--- src/include/bbc_pkg.sv ---
// shared constants for the regulator configuration register bank
package bbc_pkg;
  // clock and ramp timing
  localparam int CLK_PERIOD_NS = 40; // system clock period
  localparam int RAMP_STEP_NS = 50000; // one ramp step every 50 us
  localparam int RAMP_STEP_CYCLES = (RAMP_STEP_NS + CLK_PERIOD_NS - 1) / CLK_PERIOD_NS;
  // output level field
  localparam int LEVEL_W = 6; // width of the output level code
  localparam logic [5:0] LEVEL_MAX = 6'h3C; // codes at or above select top level
  // serial port
  localparam logic [6:0] DEV_ADDR = 7'h28; // seven-bit bus address
  localparam logic [3:0] BYTE_BITS = 4'h8; // bits per byte
  // register offsets
  localparam logic [7:0] REG_CHIP = 8'h00;
  localparam logic [7:0] REG_CFG_A = 8'h01;
  localparam logic [7:0] REG_LEVEL = 8'h02;
  localparam logic [7:0] REG_PEAK = 8'h03;
  localparam logic [7:0] REG_CFG_B = 8'h04;
  localparam logic [7:0] REG_STATUS = 8'h05;
  localparam logic [7:0] REG_EVENTS = 8'h06;
  localparam logic [7:0] REG_SUPPRESS = 8'h07;
  localparam logic [7:0] REG_GUARD = 8'h50;
  localparam logic [7:0] REG_PASSWORD = 8'h51;
  // field positions in config a
  localparam int A_ON = 7;
  localparam int A_RAMP = 6;
  localparam int A_QUICK = 5;
  localparam int A_ZC_OFF = 4;
  localparam int A_SLOW = 3;
  localparam int A_TOPO = 2;
  localparam int A_ACTIVE = 1;
  localparam int A_PASSIVE = 0;
  // field positions in config b
  localparam int B_GATE = 7;
  localparam int B_BYPASS = 6;
  localparam int B_SUPPLY = 5;
  localparam int B_INTEG = 2;
  localparam int B_ADAPT = 1;
  localparam int B_HALVE = 0;
  // masks for write behaviour
  localparam logic [7:0] A_LATCH_MASK = 8'h14; // bits held while enabled
  localparam logic [7:0] B_LATCH_MASK = 8'h05; // bits held while enabled
  localparam logic [7:0] B_WRITE_MASK = 8'hE7; // implemented bits of config b
  // password codes
  localparam logic [7:0] LOCK_CODE = 8'hAA;
  localparam logic [7:0] UNLOCK_CODE = 8'h55;
  // reset values
  localparam logic [7:0] RST_CFG_A = 8'h13;
  localparam logic [7:0] RST_LEVEL = 8'hCE;
  localparam logic [7:0] RST_PEAK = 8'h84;
  localparam logic [7:0] RST_CFG_B = 8'h01;
  localparam logic [1:0] RST_SUPPRESS = 2'h3;
  localparam logic RST_GUARD = 1'b1;
  localparam logic [7:0] RST_PASSWORD = 8'hFF;
  localparam logic [5:0] RST_APPLIED = 6'h0E; // reset level code, already in range
endpackage : bbc_pkg

--- src/hw/bbc_sync.sv ---
// two-flop synchroniser for a group of independent pin levels
`timescale 1ns/1ps
module bbc_sync #(
  parameter int WIDTH = 5
) (
  input wire logic clk_sys,
  input wire logic reset_n,
  input wire logic [WIDTH-1:0] async_in,
  output logic [WIDTH-1:0] sync_out
);
  logic [WIDTH-1:0] stage_one; // first flop, read only by the second

  // two flops per bit, both cleared in reset
  always_ff @(posedge clk_sys or negedge reset_n) begin
    if (!reset_n) begin
      stage_one <= '0;
      sync_out <= '0;
    end else begin
      stage_one <= async_in;
      sync_out <= stage_one;
    end
  end
endmodule : bbc_sync

--- src/hw/bbc_ramp.sv ---
// output level stepper: one-step or timed upward ramp
`timescale 1ns/1ps
module bbc_ramp #(
  parameter int STEP_CYCLES = bbc_pkg::RAMP_STEP_CYCLES
) (
  input wire logic clk_sys,
  input wire logic reset_n,
  input wire logic ramp_on,
  input wire logic [bbc_pkg::LEVEL_W-1:0] target_code,
  output logic [bbc_pkg::LEVEL_W-1:0] level_code
);
  import bbc_pkg::*;
  localparam int CNT_W = $clog2(STEP_CYCLES + 1);
  localparam logic [CNT_W-1:0] CNT_LAST = CNT_W'(STEP_CYCLES - 1);
  logic [CNT_W-1:0] step_cnt; // cycles since last step

  // decreases and non-ramp changes land at once, increases step one code
  always_ff @(posedge clk_sys or negedge reset_n) begin
    if (!reset_n) begin
      level_code <= RST_APPLIED;
      step_cnt <= '0;
    end else if (!ramp_on || target_code <= level_code) begin
      level_code <= target_code;
      step_cnt <= '0;
    end else if (step_cnt == CNT_LAST) begin
      level_code <= level_code + 6'h01;
      step_cnt <= '0;
    end else begin
      step_cnt <= step_cnt + CNT_W'(1);
    end
  end
endmodule : bbc_ramp

--- src/hw/bbc_regs.sv ---
// regulator configuration register bank behind a two-wire serial slave port
// Contract
// - bit 7 of config a turns regulator on
// - ramp bit: one step, or 50mV/50us up
// - bit 5 selects pretrigger quick mode
// - zero-cross off changes only while disabled
// - bit 3 selects slowed switch-node edges
// - topology select changes only while disabled
// - bits 1 and 0 select shutdown drains
// - level bits 7:6 pick frequency thresholds
// - level code linear, saturates at 111100
// - peak limit a in bits 3:0
// - peak limit b in bits 7:4
// - adaptive off holds programmed peak currents
// - integrator enable changes only while disabled
// - switch halving changes only while disabled
// - fast mode is pin AND gate bit
// - bypass honoured only while regulator off
// - bit 5 selects internal supply source
// - status shows output ok, input low
// - status changes set event flags
// - block bits stop flags raising interrupt
// - 0xAA locks, 0x55 unlocks level field
// - guard bit disables password lock effect
// - answers bus address 0x28
// - pointer advances except at register 0x00
// - invalid register address gets not-acknowledge
`timescale 1ns/1ps
module bbc_regs #(
  parameter logic [7:0] CHIP_VERSION = 8'h5A // value is arbitrary
) (
  input wire logic clk_sys,
  input wire logic reset_n,
  input wire logic scl_in,
  input wire logic sda_in,
  output logic sda_out,
  output logic sda_oe_n,
  input wire logic output_ok_in,
  input wire logic input_low_in,
  input wire logic pretrigger_pin,
  output logic regulator_on,
  output logic pretrigger_quick,
  output logic zero_cross_off,
  output logic slow_edge_sel,
  output logic topology_sel,
  output logic active_drain,
  output logic passive_drain,
  output logic [1:0] freq_hold_thresh,
  output logic [bbc_pkg::LEVEL_W-1:0] out_level_code,
  output logic [3:0] peak_limit_a,
  output logic [3:0] peak_limit_b,
  output logic fast_mode,
  output logic bypass_on,
  output logic supply_source_sel,
  output logic integrator_on,
  output logic adaptive_peak_off,
  output logic switch_halving,
  output logic irq_n
);
  import bbc_pkg::*;

  // serial engine states
  typedef enum logic [3:0] {
    ST_IDLE, ST_DEV, ST_DEV_ACK, ST_REG, ST_REG_ACK,
    ST_WR, ST_WR_ACK, ST_RD, ST_RD_ACK
  } bbc_state_type;

  bbc_state_type state; // serial engine state
  logic scl_s, sda_s, ok_s, low_s, pin_s; // synchronised pins
  logic scl_q, sda_q; // previous samples for edge finding
  logic scl_rise, scl_fall, start_cond, stop_cond;
  logic [3:0] bit_cnt; // bits of current byte
  logic [7:0] rx_shift; // incoming byte
  logic [7:0] tx_shift; // outgoing byte
  logic [7:0] ptr; // register pointer
  logic [7:0] next_ptr; // pointer after a data byte
  logic read_mode; // read bit of the address byte
  logic rx_ack; // master acknowledge of last read byte
  logic wr_pulse; // one-cycle register write
  logic [7:0] wr_addr, wr_data;
  logic rd_clr; // one-cycle event flag read
  logic [7:0] read_byte; // read mux result
  logic reg_valid; // received register address is mapped
  logic load_now; // start sending a byte
  logic [7:0] cfg_a, level, peak, cfg_b; // configuration registers
  logic [1:0] suppress; // event block bits
  logic guard; // lock guard bit
  logic [7:0] password; // last password written
  logic locked; // level field write lock
  logic [1:0] status_q; // previous status sample
  logic [1:0] events; // sticky change flags
  logic [1:0] change; // status changed this cycle
  logic [5:0] target; // saturated level target

  // pins cross into the system clock domain
  bbc_sync #(.WIDTH(5)) u_sync (
    .clk_sys(clk_sys),
    .reset_n(reset_n),
    .async_in({scl_in, sda_in, output_ok_in, input_low_in, pretrigger_pin}),
    .sync_out({scl_s, sda_s, ok_s, low_s, pin_s})
  );

  // previous bus samples, idle high
  always_ff @(posedge clk_sys or negedge reset_n) begin
    if (!reset_n) begin
      scl_q <= 1'b1;
      sda_q <= 1'b1;
    end else begin
      scl_q <= scl_s;
      sda_q <= sda_s;
    end
  end

  // bus edges and start/stop conditions
  assign scl_rise = scl_s & ~scl_q;
  assign scl_fall = ~scl_s & scl_q;
  assign start_cond = scl_s & scl_q & sda_q & ~sda_s;
  assign stop_cond = scl_s & scl_q & ~sda_q & sda_s;

  // mapped register addresses
  assign reg_valid = (rx_shift <= REG_SUPPRESS) || (rx_shift == REG_GUARD) ||
                     (rx_shift == REG_PASSWORD);
  // register 0x00 keeps the pointer in place
  assign next_ptr = (ptr == REG_CHIP) ? ptr : ptr + 8'h01;
  // a read byte starts at the falling edge closing an acknowledge
  assign load_now = scl_fall && ((state == ST_DEV_ACK && read_mode) ||
                                 (state == ST_RD_ACK && !rx_ack));

  // read mux, reserved bits read zero
  always_comb begin
    unique case (ptr)
      REG_CHIP: read_byte = CHIP_VERSION;
      REG_CFG_A: read_byte = cfg_a;
      REG_LEVEL: read_byte = level;
      REG_PEAK: read_byte = peak;
      REG_CFG_B: read_byte = cfg_b;
      REG_STATUS: read_byte = {6'h00, status_q};
      REG_EVENTS: read_byte = {6'h00, events};
      REG_SUPPRESS: read_byte = {6'h00, suppress};
      REG_GUARD: read_byte = {7'h00, guard};
      REG_PASSWORD: read_byte = password;
      default: read_byte = 8'h00;
    endcase
  end

  // serial engine: address, register pointer, data bytes, acknowledges
  always_ff @(posedge clk_sys or negedge reset_n) begin
    if (!reset_n) begin
      state <= ST_IDLE;
      bit_cnt <= 4'h0;
      rx_shift <= 8'h00;
      tx_shift <= 8'h00;
      ptr <= 8'h00;
      read_mode <= 1'b0;
      rx_ack <= 1'b1;
      sda_out <= 1'b0;
      sda_oe_n <= 1'b1;
      wr_pulse <= 1'b0;
      wr_addr <= 8'h00;
      wr_data <= 8'h00;
      rd_clr <= 1'b0;
    end else begin
      wr_pulse <= 1'b0;
      rd_clr <= 1'b0;
      sda_out <= 1'b0; // open drain: only ever pulls low
      if (start_cond) begin
        // start or repeated start
        state <= ST_DEV;
        bit_cnt <= 4'h0;
        sda_oe_n <= 1'b1;
      end else if (stop_cond) begin
        state <= ST_IDLE;
        sda_oe_n <= 1'b1;
      end else if (load_now) begin
        // first bit of a read byte goes out
        state <= ST_RD;
        bit_cnt <= 4'h0;
        sda_oe_n <= read_byte[7];
        tx_shift <= {read_byte[6:0], 1'b0};
        ptr <= next_ptr;
        rd_clr <= (ptr == REG_EVENTS);
      end else begin
        unique case (state)
          ST_IDLE: begin
            sda_oe_n <= 1'b1; // wait for a start
          end
          ST_DEV, ST_REG, ST_WR: begin
            if (scl_rise) begin
              rx_shift <= {rx_shift[6:0], sda_s};
              bit_cnt <= bit_cnt + 4'h1;
            end else if (scl_fall && bit_cnt == BYTE_BITS) begin
              bit_cnt <= 4'h0;
              if (state == ST_DEV) begin
                if (rx_shift[7:1] == DEV_ADDR) begin
                  sda_oe_n <= 1'b0;
                  read_mode <= rx_shift[0];
                  state <= ST_DEV_ACK;
                end else begin
                  state <= ST_IDLE;
                end
              end else if (state == ST_REG) begin
                if (reg_valid) begin
                  sda_oe_n <= 1'b0;
                  ptr <= rx_shift;
                  state <= ST_REG_ACK;
                end else begin
                  state <= ST_IDLE;
                end
              end else begin
                wr_pulse <= 1'b1;
                wr_addr <= ptr;
                wr_data <= rx_shift;
                ptr <= next_ptr;
                sda_oe_n <= 1'b0;
                state <= ST_WR_ACK;
              end
            end
          end
          ST_DEV_ACK: begin
            if (scl_fall) begin
              sda_oe_n <= 1'b1;
              state <= ST_REG; // write direction: register address next
            end
          end
          ST_REG_ACK, ST_WR_ACK: begin
            if (scl_fall) begin
              sda_oe_n <= 1'b1;
              state <= ST_WR;
            end
          end
          ST_RD: begin
            if (scl_rise) begin
              bit_cnt <= bit_cnt + 4'h1;
            end else if (scl_fall) begin
              if (bit_cnt == BYTE_BITS) begin
                sda_oe_n <= 1'b1; // master's acknowledge slot
                state <= ST_RD_ACK;
              end else begin
                sda_oe_n <= tx_shift[7];
                tx_shift <= {tx_shift[6:0], 1'b0};
              end
            end
          end
          ST_RD_ACK: begin
            if (scl_rise) begin
              rx_ack <= sda_s;
            end else if (scl_fall) begin
              state <= ST_IDLE; // not-acknowledge ends the read
            end
          end
        endcase
      end
    end
  end

  // configuration registers; latched bits hold while enabled
  always_ff @(posedge clk_sys or negedge reset_n) begin
    if (!reset_n) begin
      cfg_a <= RST_CFG_A;
      level <= RST_LEVEL;
      peak <= RST_PEAK;
      cfg_b <= RST_CFG_B;
      suppress <= RST_SUPPRESS;
    end else if (wr_pulse) begin
      unique case (wr_addr)
        REG_CFG_A: begin
          if (cfg_a[A_ON]) begin
            cfg_a <= (cfg_a & A_LATCH_MASK) | (wr_data & ~A_LATCH_MASK);
          end else begin
            cfg_a <= wr_data;
          end
        end
        REG_LEVEL: begin
          if (locked) begin
            level <= {wr_data[7:6], level[5:0]};
          end else begin
            level <= wr_data;
          end
        end
        REG_PEAK: begin
          peak <= wr_data;
        end
        REG_CFG_B: begin
          if (cfg_a[A_ON]) begin
            cfg_b <= (cfg_b & B_LATCH_MASK) | (wr_data & B_WRITE_MASK & ~B_LATCH_MASK);
          end else begin
            cfg_b <= wr_data & B_WRITE_MASK;
          end
        end
        REG_SUPPRESS: begin
          suppress <= wr_data[1:0];
        end
        default: begin
          cfg_a <= cfg_a; // read-only or lock registers: nothing here
        end
      endcase
    end
  end

  // password lock and its guard
  always_ff @(posedge clk_sys or negedge reset_n) begin
    if (!reset_n) begin
      guard <= RST_GUARD;
      password <= RST_PASSWORD;
      locked <= 1'b0;
    end else if (wr_pulse && wr_addr == REG_GUARD) begin
      guard <= wr_data[0];
    end else if (wr_pulse && wr_addr == REG_PASSWORD) begin
      password <= wr_data;
      if (!guard && wr_data == LOCK_CODE) begin
        locked <= 1'b1;
      end else if (!guard && wr_data == UNLOCK_CODE) begin
        locked <= 1'b0;
      end
    end
  end

  // status sample and sticky change flags; a new change beats a read clear
  assign change = {ok_s, low_s} ^ status_q;
  always_ff @(posedge clk_sys or negedge reset_n) begin
    if (!reset_n) begin
      status_q <= 2'h0;
      events <= 2'h0;
    end else begin
      status_q <= {ok_s, low_s};
      events <= (rd_clr ? 2'h0 : events) | change;
    end
  end

  // derived registered outputs
  always_ff @(posedge clk_sys or negedge reset_n) begin
    if (!reset_n) begin
      fast_mode <= 1'b0;
      bypass_on <= 1'b0;
      irq_n <= 1'b1;
    end else begin
      fast_mode <= pin_s & cfg_b[B_GATE];
      bypass_on <= cfg_b[B_BYPASS] & ~cfg_a[A_ON];
      irq_n <= ~|(events & ~suppress);
    end
  end

  // level target saturates at the top code
  assign target = (level[5:0] >= LEVEL_MAX) ? LEVEL_MAX : level[5:0];

  // applied output level, stepped or immediate
  bbc_ramp u_ramp (
    .clk_sys(clk_sys),
    .reset_n(reset_n),
    .ramp_on(cfg_a[A_RAMP]),
    .target_code(target),
    .level_code(out_level_code)
  );

  // register fields straight to the power stage
  assign regulator_on = cfg_a[A_ON];
  assign pretrigger_quick = cfg_a[A_QUICK];
  assign zero_cross_off = cfg_a[A_ZC_OFF];
  assign slow_edge_sel = cfg_a[A_SLOW];
  assign topology_sel = cfg_a[A_TOPO];
  assign active_drain = cfg_a[A_ACTIVE];
  assign passive_drain = cfg_a[A_PASSIVE];
  assign freq_hold_thresh = level[7:6];
  assign peak_limit_a = peak[3:0];
  assign peak_limit_b = peak[7:4];
  assign supply_source_sel = cfg_b[B_SUPPLY];
  assign integrator_on = cfg_b[B_INTEG];
  assign adaptive_peak_off = cfg_b[B_ADAPT];
  assign switch_halving = cfg_b[B_HALVE];
endmodule : bbc_regs

--- config.mk ---
export PLATFORM = sky130hd
export DESIGN_NAME = bbc_regs
export DESIGN_NICKNAME = d
export VERILOG_FILES = /design/src/include/bbc_pkg.sv /design/src/hw/bbc_sync.sv /design/src/hw/bbc_ramp.sv /design/src/hw/bbc_regs.sv
export SDC_FILE = /design/constraint.sdc
export NUM_CORES = 1
export LEC_CHECK = 0
export BUFFER_PORTS_ARGS = -buffer_cell sky130_fd_sc_hd__buf_2
export CORE_ASPECT_RATIO = 0.9
export CORE_UTILIZATION = 45
export DETAILED_ROUTE_END_ITERATION = 8
export GPL_TIMING_DRIVEN = 0
export PLACE_DENSITY = 0.73
export SLEW_MARGIN = 0
export SYNTH_ARGS = -nofsm -noshare
export SYNTH_HDL_FRONTEND = slang
export SYNTH_HIERARCHICAL = 1
export SYNTH_SLANG_ARGS = --single-unit
--- constraint.sdc ---
create_clock -name clk_sys -period 4.5 [get_ports clk_sys]
set_input_delay 0.45 -clock clk_sys [delete_from_list [all_inputs] [get_ports clk_sys]]
set_output_delay 0.45 -clock clk_sys [all_outputs]
set_load 0.02 [all_outputs]
# [Yosys cells after proc, flatten, opt, wreduce, memory -nomap -nowiden]
# Cells that the tools add are included.
[word_totals] register_bits=133 latchBits=0 ram_bits=0 romBits=0 output_inout_bits=32 n_memories=0
[op_classes] add_sub_neg=4 n_mul=0 div_mod_pow=0 magnitude_cmp=3 eq_ne=50 shifts=0 mux=73 bitwise_logic=28 reduce_logical=48
[op_table] cell="8-bit 2-to-1 mux" count=15
[op_table] cell="4-bit 2-to-1 mux" count=20
[op_table] cell="8-bit one-hot mux with 10 select lines" count=1
[op_table] cell="8-bit by 7-bit equality test with 1-bit output (second input constant)" count=7
[op_table] cell="5-bit != test (second input constant)" count=10
[op_table] cell="8-bit by 3-bit equality test with 1-bit output (second input constant)" count=6
[op_table] cell="8-bit by 2-bit equality test with 1-bit output (second input constant)" count=4
[op_table] cell="1-bit 2-to-1 mux" count=26
[op_table] cell="8-bit AND reduction" count=3
[op_table] cell="11-bit 2-to-1 mux" count=2
[op_table] cell="4-bit one-hot mux with 5 select lines" count=1
[op_table] cell="6-bit 2-to-1 mux" count=3
[op_table] cell="4-bit by 3-bit equality test with 1-bit output (second input constant)" count=4
[op_table] cell="8-bit by 1-bit equality test with 1-bit output (second input constant)" count=2
[op_table] cell="1-bit NOT" count=13
[op_table] cell="2-bit AND reduction" count=6
[op_table] cell="2-bit nonzero test" count=6
[op_table] cell="11-bit by 1-bit adder with 11-bit output (second input constant)" count=1
[op_table] cell="11-bit equality test (second input constant)" count=1
[op_table] cell="10-bit AND reduction" count=1
[op_table] cell="5-bit AND reduction" count=2
[op_table] cell="1-bit bitwise AND" count=9
[op_table] cell="8-bit by 1-bit adder with 8-bit output (second input constant)" count=1
[op_table] cell="4-bit by 2-bit equality test with 1-bit output (second input constant)" count=2
[op_table] cell="other kinds (40)" count=60

# [Longest topological paths before layout]
# Gate-level depths: netlist (run 1).
[logic_depth] depth_word=12 mapped_depth=10

# [Hierarchy]
# Netlist (run 1), hierarchy kept.
[by_module_without_submodules] mod="bbc_regs" instances=1 cells_per_inst=484 area_per_inst_um2=5212.5 seq_area_each_um2=2611.3
[by_module_without_submodules] mod="bbc_ramp" instances=1 cells_per_inst=101 area_per_inst_um2=1038.5 seq_area_each_um2=429.2
[by_module_without_submodules] mod="bbc_sync" instances=1 cells_per_inst=10 area_per_inst_um2=250.2 seq_area_each_um2=250.2

# [Worst setup path after synthesis (run 1)]
# OpenSTA, ideal clock, no wires.
[synth_timing] path_type="flip-flop to flip-flop" start="reg level[2]" end="reg u_ramp.step_cnt[2]" t_arrival_ps=2121 slack_ps=2243 stages_incl_launch_ff=10 path_buffers=2 path_cell_list="dfstp_2 nand4_1 and2_1 ha_1 nor2b_1 o21bai_1 a31o_2 clkbuf_1 clkbuf_1 nor3_1"
[synth_between] elab_chain_len=5
[synth_lines] element="start, declared" line_no="bbc_regs.sv:85" rtl="logic [7:0] cfg_a, level, peak, cfg_b;"
[synth_lines] element="start signal, assigned" line_no="bbc_regs.sv:275" rtl="level <= {wr_data[7:6], level[5:0]};"
[synth_lines] element="start signal, assigned" line_no="bbc_regs.sv:277" rtl="level <= wr_data;"
[synth_lines] element="6-bit >= comparator" line_no="bbc_regs.sv:344" rtl="assign target = (level[5:0] >= LEVEL_MAX) ? LEVEL_MAX : level[5:0];"
[synth_lines] element="6-bit 2-to-1 mux" line_no="bbc_regs.sv:344"
[synth_lines] element="via target[1]" line_no="bbc_regs.sv:93" rtl="logic [5:0] target;"
[synth_lines] element="6-bit less-or-equal comparator" line_no="bbc_ramp.sv:22" rtl="end else if (!ramp_on || target_code <= level_code) begin"
[synth_lines] element="1-bit logical OR" line_no="bbc_ramp.sv:22"
[synth_lines] element="11-bit 2-to-1 mux" line_no="bbc_ramp.sv:22"
[synth_lines] element="end signal, assigned" line_no="bbc_ramp.sv:29" rtl="step_cnt <= step_cnt + CNT_W'(1);"
[synth_lines] element="end, declared" line_no="bbc_ramp.sv:15" rtl="logic [CNT_W-1:0] step_cnt;"
# The timed path passes the listed nets, and every way through them passes these cells.
# A chain may end at the register's enable or synchronous reset.

# [Worst setup path in the final report (run 1)]
[layout_timing] start="reg level[2]" end="reg u_ramp.step_cnt[7]"
# The elaborated chain is that of the path after synthesis.

==> impl_metrics.csv, run 1 <==
group,metric,value,unit
worst_setup_path,cp.arrival,2.94,ns
synthesis,ys_async_sr_fraction,100.0,%
die,pin_count,39,
clock_tree,clock_latency,0.41,ns
power,total_power,3.301,mW
placement,placed_area,6962,um^2
clock_tree,cts-root-buf,"clkbuf_16",
synthesis,synth_nets,617,
route,ant_nets,0,
die,start_util,46.25,%
min_path,hp-class,"primary input to flip-flop",
synthesis,synth.top_cells.by_count,"dfrtp_1, mux2_2, nand2_1",
die,die_h,116.0,um
timing,period_share,59.28,%
grt,grt_max_degree,105,
timing,fin_crit,2.668,ns
worst_setup_path,path_class,"flip-flop to flip-flop",
final_layout,drive_gt1_share,28.53,%
power,comb_power_share,12.8,%
power,power.density,432.5,nW/um^2
synthesis,yosysMostFrequentCell,"dfrtp_1",
power,pwr-share-clk,46.8,%
power,peakVddDrop,0.3086,mV
clock_tree,cts_resized,0,
timing,rsz0062_at_grt,"no",
grt,use_met2,36.65,%
worst_setup_path,cp_num_buf_inv,2,
synthesis,synthFlopType,"dfrtp_1",
grt,antenna_found_initial,0,
placement,dp_hpwl,11.19,mm
timing,hold_viol_final,0,
synthesis,synth-seq-cells,130,
route,routedWlPerCell,19.03,um
synthesis,yosysSeqAreaShare,50.62,%
timing,fmax,0.3749,GHz
power,p_sw_share,25.83,%
final_layout,fillers,1221,
grt,grt_pass1_wl,26.19,mm
clock_tree,htree_levels,4,
synthesis,syn-cell-area,6501,um^2
synthesis,synth_top_area_share,38.49,%
clock_tree,cts_tree,"built",
synthesis,synth_top_area_cell,"dfrtp_1",
worst_setup_path,critPathTopFamily,"buffers and inverters",
worst_setup_path,max_stage_delay,0.55,ns
grt,top_usage_layer,"met2",
timing,setup_tns,0,ns
timing,whs,0.1384,ns
final_layout,utilization,54.30,%
outcome,status,"completed",
power,p_int,2.448,mW
power,p_leak,3.378,nW
final_layout,stdcell_area,7632,um^2
final_layout,nNetsFinal,675,
grt,grt_overflow,0,
synthesis,synth_area_leaders,"dfrtp_1, dfstp_2, mux2_2, nand2_1, o21ai_0",
route,firstDrtPassIters,5,
route,num_vias,5036,
worst_setup_path,critPathMostFrequentCell,"clkbuf_1",
timing,fin_skew,0.007869,ns
synthesis,synth-edff-count,0,
worst_setup_path,path_cells,"nand4_1, and2_1, ha_1, nor2b_1, o21bai_1, a31o_2, clkbuf_1, clkbuf_1, nor3_1",
timing,setup_viol,0,
worst_setup_path,cp_max_fo,10,
timing,max_slew.worst_pin.slew,0.7935,ns
worst_setup_path,start_kind,"flip-flop",
synthesis,yosysUniqueCellTypes,70,
worst_setup_path,cp-end-kind,"flip-flop",
flow_run,maxCapViolCount,0,
grt,grt_pass1_vias,5028,
timing,relSlewSlack,46.54,%
synthesis,syn_area_per_cell,10.93,um^2
clock_tree,cts_sinks,130,
clock_tree,numCtsBuffers,17,
placement,globalplace.congestion,0.8531,
synthesis,syn_inst,595,
final_layout,diodes,0,
die,die_w,128.7,um
die,rows,41,
synthesis,yosysWarnings,6,
grt,grt_usage,23.02,%
die,die_area,14930,um^2
grt,grt_util_met3,5.402,%
route,routed_wl,16.35,mm
worst_setup_path,crit_required,4.77,ns
clock_tree,clock_path_buffers,2,
power,p_switching,852.6,uW
die,core_area,14060,um^2
power,power_frac_seq,40.4,%
route,drt_iter0_drc,587,
route,vias_per_cell,5.863,
timing,drv_slew,0,
clock_tree,path_clk_slew,0.06,ns
placement,numPortBuffers,37,
final_layout,areaGrowthSynthToFinish,17.40,%
grt,met1_usage,31.23,%
route,drc,0,
worst_setup_path,slowest_stage,"dfstp_2",
-- worst paths after layout --
check,from,to,slack [ns],depth (start not counted)
hold reg to reg,u_sync/stage_one[0],u_sync/sync_out[0],0.35,0
hold / removal,input_low_in,u_sync/stage_one[1],0.14,1
setup / recovery,level[2],u_ramp/step_cnt[7],1.83,9
max in group asynchronous,reset_n,password[1],3.23,3
setup reg to reg,level[2],u_ramp/step_cnt[7],1.83,9
min in group asynchronous,reset_n,state[2],0.47,2
-- cells by family after synthesis --
kind of cell | synth area share [%]
AO/OA/AOI/OAI | 12.47
XOR/XNOR | 2.425
adder cells (fa/ha/maj) | 2.887
buffers and inverters | 4.099
flip-flops | 50.62
multiplexers | 10.68
other | 0.05768
AND/OR/NAND/NOR | 16.76
-- worst register-to-register path: stages, from the launching register on --
cell	delay (ns)
dfstp_2	0.55
nand4_1	0.11
and2_1	0.19
ha_1	0.30
nor2b_1	0.14
o21bai_1	0.12
a31o_2	0.16
clkbuf_1	0.37
clkbuf_1	0.45
nor3_1	0.14
-- routing by layer --
layer	wire length (um)	vias to the layer above
met5	0	-
met4	224	0
met3	1063	22
met2	7794	192
met1	7267	2546
li1	-	2276
-- power groups by stage --
stage          Sequential, mW  Clock [mW]  Combinational [mW]
2_1_floorplan            1.32           0               0.311
3_3_place_gp             1.34           0               0.398
3_5_place_dp             1.35           0               0.419
4_1_cts                  1.33        1.56               0.422
5_1_grt                  1.34        1.61               0.467
6_report                 1.33        1.54               0.423
-- layout by cell type (no fill, tap or decap), types with 13 or more instances in the layout --
cell type,n
nand3_1,13
buf_2,44
dfstp_2,30
clkbuf_1,22
ha_1,15
inv_1,24
o21ai_0,39
nor3_1,23
dfrtp_1,100
mux2_2,59
nor2_1,19
clkbuf_16,17
nand2_1,55
-- flip-flops by register name, indices dropped and copies added (netlist names), 2 cells and up --
name / count
cfg_b: 6
u_ramp/level_code: 6
bit_cnt: 4
state: 4
wr_data: 8
wr_addr: 8
peak: 8
events: 2
password: 8
u_sync/sync_out: 5
status_q: 2
ptr: 8
level: 8
cfg_a: 8
suppress: 2
rx_shift: 8
u_sync/stage_one: 5
u_ramp/step_cnt: 11
tx_shift: 7
-- cell type report --
cell class	count	area [um^2]	area share (%)
Tap cell	193	241.5	3.164
Clock buffer	20	456.7	5.984
Clock inverter	12	203.9	2.672
Buffer	36	172.7	2.262
Multi-Input combinational cell	404	2944	38.57
Inverter	25	93.84	1.230
Timing Repair Buffer	39	229.0	3.000
Sequential cell	130	3291	43.11
-- metrics by stage --
stage          instances  worst slack [ns]
2_1_floorplan        595             2.243
3_5_place_dp         826             1.831
3_3_place_gp         825             1.379
5_1_grt              859             1.685
4_1_cts              859             1.808
6_report             859             1.832
-- timing repair --
action / CTS / global route
endpoints found under the hold margin: 22 / 0
hold buffers: 1 / 0
setup buffers: 0 / 0
Note: power is estimated with default switching activity, not from simulation.
==> run 2, diff against run 1 <==
--- a/config.mk
+++ b/config.mk
@@ -10,7 +10,7 @@
 export CORE_UTILIZATION = 45
 export DETAILED_ROUTE_END_ITERATION = 8
 export GPL_TIMING_DRIVEN = 0
-export PLACE_DENSITY = 0.73
+export PLACE_DENSITY = 0.75
 export SLEW_MARGIN = 0
 export SYNTH_ARGS = -nofsm -noshare
 export SYNTH_HDL_FRONTEND = slang
==> constraint.sdc (replaced) <==
create_clock -name clk_sys -period 2.4 [get_ports clk_sys]
set_input_delay 0.24 -clock clk_sys [delete_from_list [all_inputs] [get_ports clk_sys]]
set_output_delay 0.24 -clock clk_sys [all_outputs]
set_load 0.02 [all_outputs]
==> run 2 against run 1 <==
  * Global-route usage shrank 0.33 points
  * Maximum frequency grew 17%
  * Sequential cell count is the same
  * Setup slack lost 1.7 ns
  * First-iteration DRC count grew 0.51%
  * Count of clock-buffer cells in the layout shrank 1
  * Wire length shrank 1.4%
  * Worst hold slack gained 0.15 ns
  * Critical endpoint is now u_ramp/step_cnt[8]
  * Via count is essentially flat
  * Non-clock buffer count grew 4
==> impl_metrics.csv, run 2 (synthesized netlist as in run 1, its figures left out) <==
group,metric,value,unit
outcome,status,"completed",
final_layout,largest_reg_flops,11,
final_layout,areaGrowthSynthToFinish,17.07,%
final_layout,final_cell_mix,"dfrtp_1, mux2_2, nand2_1, buf_2, o21ai_0",
final_layout,top_register,"u_ramp/step_cnt",
worst_setup_path,path_class,"flip-flop to flip-flop",
clock_tree,clock_latency,0.42,ns
power,peakVddDrop,0.5808,mV
grt,grt_max_degree,92,
route,vias_per_cell,5.830,
route,firstDrtPassIters,6,
die,rows,41,
power,p_int,4.246,mW
placement,dp.cells,826,
timing,setup_viol,0,
die,pin_count,39,
clock_tree,cts_sinks,130,
final_layout,diodes,0,
die,die_area,14930,um^2
grt,antenna_found_initial,1,
timing,max_slew.worst_pin.slew,0.8225,ns
grt,grt_pass1_wl,25.74,mm
power,p_leak,3.378,nW
placement,numPortBuffers,37,
worst_setup_path,cp-end-kind,"flip-flop",
die,die_h,116.0,um
power,power_frac_seq,42.8,%
grt,grt_overflow,0,
final_layout,fin_cells,863,
die,start_util,46.25,%
timing,fin_ws,0.1172,ns
grt,grt_usage,22.69,%
timing,setup_tns,0,ns
route,routedWlPerCell,18.68,um
route,routed_wl,16.12,mm
timing,period_share,95.11,%
final_layout,drive_gt1_share,29.10,%
worst_setup_path,cp.arrival,2.61,ns
placement,dp_hpwl,11.18,mm
timing,whs,0.2931,ns
timing,hold_viol_final,0,
worst_setup_path,start_kind,"flip-flop",
clock_tree,cts-root-buf,"clkbuf_16",
placement,globalplace.congestion,0.8627,
final_layout,utilization,54.15,%
route,ant_nets,0,
timing,fmax,0.4381,GHz
die,die_w,128.7,um
final_layout,nNetsFinal,679,
worst_setup_path,crit_required,2.72,ns
clock_tree,clock_path_buffers,2,
route,num_vias,5031,
route,drt_iter0_drc,590,
timing,rsz0062_at_grt,"no",
flow_run,maxCapViolCount,0,
clock_tree,htree_levels,4,
power,comb_power_share,13.6,%
timing,relSlewSlack,44.59,%
final_layout,final_common_cell,"dfrtp_1",
worst_setup_path,cp_max_fo,10,
timing,drv_slew,0,
min_path,hp-class,"primary input to asynchronous set/reset pin",
placement,dpl_worst_slack,-0.3137,ns
clock_tree,numCtsBuffers,17,
worst_setup_path,rr_worst_depth,8,
power,p_sw_share,27.18,%
power,p_switching,1.585,mW
timing,fin_skew,0.01024,ns
clock_tree,cts_tree,"built",
grt,grt_pass1_vias,4945,
route,drc,0,
timing,fin_crit,2.283,ns
power,pwr-share-clk,43.6,%
die,core_area,14060,um^2
clock_tree,path_clk_slew,0.06,ns
power,power.density,766.1,nW/um^2
run 2: cell count changes in the layout (fill, tap and decap cells not counted), moves of 2 or more:
cell           change
bufinv_16          -3
dlygate4sd3_1      +5
clkbuf_2           +2
clkbuf_1           -5
clkinv_2           +3
run 2: cell type report:
cell class / instances / area, um^2
repair buffers: 45 / 286.5
multi-input cells: 404 / 2947
inverters: 25 / 93.84
clock buffers: 19 / 442.9
fillers: 1219 / 6445
plain buffers: 34 / 171.4
flip-flops and latches: 130 / 3291
clock inverters: 13 / 137.6
well taps: 193 / 241.5
run 2: power by group through the flow:
stage / combinational (mW) / sequential (mW) / clock [mW]
after detailed placement: 0.774 / 2.52 / 0
after global routing: 0.882 / 2.51 / 2.65
after floorplan: 0.584 / 2.47 / 0
final: 0.793 / 2.50 / 2.54
after global placement: 0.740 / 2.52 / 0
after CTS: 0.785 / 2.49 / 2.57
run 2: routing by layer:
layer	vias up	track usage (%)	wire, um
li1	2282	-	-
met1	2494	30.61	7105
met2	215	35.82	7581
met3	38	4.986	1129
met4	2	8.706	292
met5	-	0	13
run 2: timing repair:
item	4_1_cts	5_1_grt
hold buffers	6	0
buffers inserted	0	1
hold endpoints to repair	37	0
resized for setup	1	8
pin swaps	0	1
setup endpoints to repair	15	21
run 2: worst max-delay path: stages (launching register included):
cell	delay, ns
dfstp_2	0.56
nand4_1	0.12
and2_1	0.21
ha_1	0.30
nor2b_1	0.13
o21bai_1	0.07
a31o_2	0.34
clkbuf_4	0.22
nor3_1	0.25
run 2: final timing paths:
| path | from | end | slack, ns |
|---|---|---|---|
| setup / recovery | level[2] | u_ramp/step_cnt[8] | 0.12 |
| hold / removal | reset_n | bit_cnt[2] | 0.29 |
| setup reg to reg | level[2] | u_ramp/step_cnt[8] | 0.12 |
| hold reg to reg | u_sync/stage_one[4] | u_sync/sync_out[4] | 0.35 |
| max in group asynchronous | reset_n | level[3] | 1.31 |
| min in group clk_sys | u_sync/stage_one[4] | u_sync/sync_out[4] | 0.35 |
run 2: stage by stage:
stage	total power, mW	instance area [um^2]
after floorplan	3.054	6501
after CTS	5.842	7600
after detailed placement	3.298	6962
after global routing	6.046	7611
after global placement	3.257	6928
final	5.831	7611
==> run 3, diff against run 2 <==
--- a/config.mk
+++ b/config.mk
@@ -8,9 +8,12 @@
 export BUFFER_PORTS_ARGS = -buffer_cell sky130_fd_sc_hd__buf_2
 export CORE_ASPECT_RATIO = 0.9
 export CORE_UTILIZATION = 45
+export CTS_BUF_LIST = sky130_fd_sc_hd__clkbuf_8
 export DETAILED_ROUTE_END_ITERATION = 8
 export GPL_TIMING_DRIVEN = 0
 export PLACE_DENSITY = 0.75
+export REMOVE_ABC_BUFFERS = 1
+export SETUP_SLACK_MARGIN = 0.15
 export SLEW_MARGIN = 0
 export SYNTH_ARGS = -nofsm -noshare
 export SYNTH_HDL_FRONTEND = slang
==> run 3 against run 2 <==
  * Core utilization shrank 0.54 points
  * Via count decreased by 2.1%
  * Clock power fell by 23%
  * Sequential power rose by 3%
  * Die area unchanged
  * Sequential cell count unchanged
  * Combinational power decreased by 8.8%
  * Final cell count is 2.5% lower
  * Maximum frequency up 1.1%
  * Largest cell class unchanged
  * Largest power group is now registers
==> impl_metrics.csv, run 3 (synthesized netlist as in run 1, its figures left out) <==
group,metric,value,unit
worst_setup_path,crit_required,2.77,ns
grt,grt_pass1_wl,24.07,mm
grt,grt_max_degree,79,
worst_setup_path,start_kind,"flip-flop",
grt,grt_pass1_vias,4650,
power,total_power,5.250,mW
grt,antenna_found_initial,0,
final_layout,fillers,1189,
power,peakVddDrop,0.3811,mV
final_layout,nNetsFinal,657,
clock_tree,clock_path_buffers,2,
timing,drv_slew,0,
power,power.density,696.8,nW/um^2
worst_setup_path,path_class,"flip-flop to flip-flop",
worst_setup_path,cp_max_fo,16,
clock_tree,numCtsBuffers,17,
worst_setup_path,cp_num_buf_inv,0,
die,core_area,14060,um^2
route,wl_met2,7.275,mm
route,ant_nets,0,
route,num_vias,4925,
worst_setup_path,path_cells,"nor2b_1, nand4_1, o211a_4, or4_1, o21ai_0",
placement,dp_hpwl,10.11,mm
timing,relSlewSlack,53.99,%
clock_tree,cts_sinks,130,
worst_setup_path,r2r_start,"scl_q",
worst_setup_path,cp.arrival,2.62,ns
power,pwr-share-clk,37.3,%
worst_setup_path,critPathTopFamily,"simple AND/OR/NAND/NOR gates",
outcome,status,"completed",
die,die_area,14930,um^2
timing,fin_crit,2.258,ns
route,routed_wl,15.51,mm
timing,rsz0062_at_grt,"yes",
clock_tree,cts-root-buf,"clkbuf_8",
min_path,hp-class,"primary input to asynchronous set/reset pin",
timing,max_slew.worst_pin.slew,0.6829,ns
worst_setup_path,slowest_stage,"dfstp_2",
final_layout,utilization,53.61,%
grt,grt_overflow,0,
power,power_frac_seq,49.0,%
die,pin_count,39,
final_layout,final_cell_mix,"dfrtp_1, mux2_2, nand2_1, o21ai_0, buf_2",
power,p_leak,3.304,nW
timing,fmax,0.4429,GHz
final_layout,largest_reg_flops,11,
route,drc,0,
timing,period_share,94.07,%
final_layout,areaGrowthSynthToFinish,15.90,%
power,p_int,3.829,mW
timing,fin_skew,0.009024,ns
power,p_sw_share,27.07,%
final_layout,final_common_cell,"dfrtp_1",
timing,setup_viol,0,
grt,grt_usage,21.03,%
route,routedWlPerCell,18.44,um
route,vias_per_cell,5.856,
placement,globalplace.congestion,0.8871,
final_layout,diodes,0,
worst_setup_path,max_stage_delay,0.62,ns
route,highest_layer,"met4",
power,p_switching,1.421,mW
timing,whs,0.2983,ns
die,die_h,116.0,um
route,met1_length,7.069,mm
route,drt_iter0_drc,419,
clock_tree,clock_latency,0.45,ns
worst_setup_path,cp-end-kind,"flip-flop",
timing,hold_viol_final,0,
clock_tree,cts_tree,"built",
final_layout,top_register,"u_ramp/step_cnt",
placement,numPortBuffers,37,
clock_tree,path_clk_slew,0.07,ns
power,comb_power_share,13.8,%
die,die_w,128.7,um
final_layout,drive_gt1_share,32.41,%
die,rows,41,
die,start_util,46.25,%
clock_tree,htree_levels,4,
route,wl_met3,896,um
worst_setup_path,cp-startpoint,"scl_q",
route,firstDrtPassIters,6,
flow_run,maxCapViolCount,0,
## run 3: cell types whose count changed in the layout (fill, tap and decap cells not counted), sizes merged
cell / change
inv: +5
bufinv: +1
clkinv: -6
clkinvlp: -3
buf: -3
nand4: +1
clkbuf: -17
## run 3: metal layers
metal | vias to the layer above | GRT usage [%]
met3 | 27 | 4.432
met2 | 173 | 32.50
met1 | 2475 | 28.68
li1 | 2250 | -
met4 | 0 | 9.098
met5 | - | 0
## run 3: worst paths after layout
kind                            slack (ns)  cells past startpoint                   end
worst min-delay path                  0.30                      2  u_ramp/level_code[0]
worst min register to register        0.35                      0    u_sync/sync_out[4]
worst max register to register        0.14                      5                ptr[7]
min in group clk_sys                  0.35                      0    u_sync/sync_out[4]
max in group asynchronous             1.32                      3                rx_ack
worst max-delay path                  0.14                      5                ptr[7]
## run 3: power by group through the flow
stage / clock network [mW] / logic, mW / registers (mW)
finish: 1.96 / 0.723 / 2.57
detailed placement: 0 / 0.680 / 2.59
floorplan: 0 / 0.504 / 2.52
global placement: 0 / 0.632 / 2.58
CTS: 1.98 / 0.707 / 2.56
global route: 2.07 / 0.803 / 2.59
## run 3: what timing repair did
item | CTS | global route
endpoints found under the setup margin | 46 | 54
gates resized for setup | 13 | 25
gates cloned | 1 | 0
buffers inserted | 4 | 7
pin swaps | 3 | 5
endpoints found under the hold margin | 43 | 0
hold buffers | 6 | 0
## run 3: metrics by stage
stage	TNS (ns)	worst slack [ns]	cells	area, um^2
floorplan	0	0.04489	559	6329
global placement	-54.86	-0.6833	789	6755
detailed placement	-5.555	-0.5151	791	6803
CTS	0	0.1220	834	7368
global route	0	0.09647	841	7535
finish	0	0.1423	841	7535
## run 3: layout make-up
cell class,count,area [um^2],area share [%]
Inverter,25,93.84,1.245
Timing Repair Buffer,56,372.9,4.949
Clock inverter,10,117.6,1.561
Clock buffer,22,302.8,4.019
Sequential cell,130,3292,43.69
Multi-Input combinational cell,405,3114,41.33
Tap cell,193,241.5,3.205
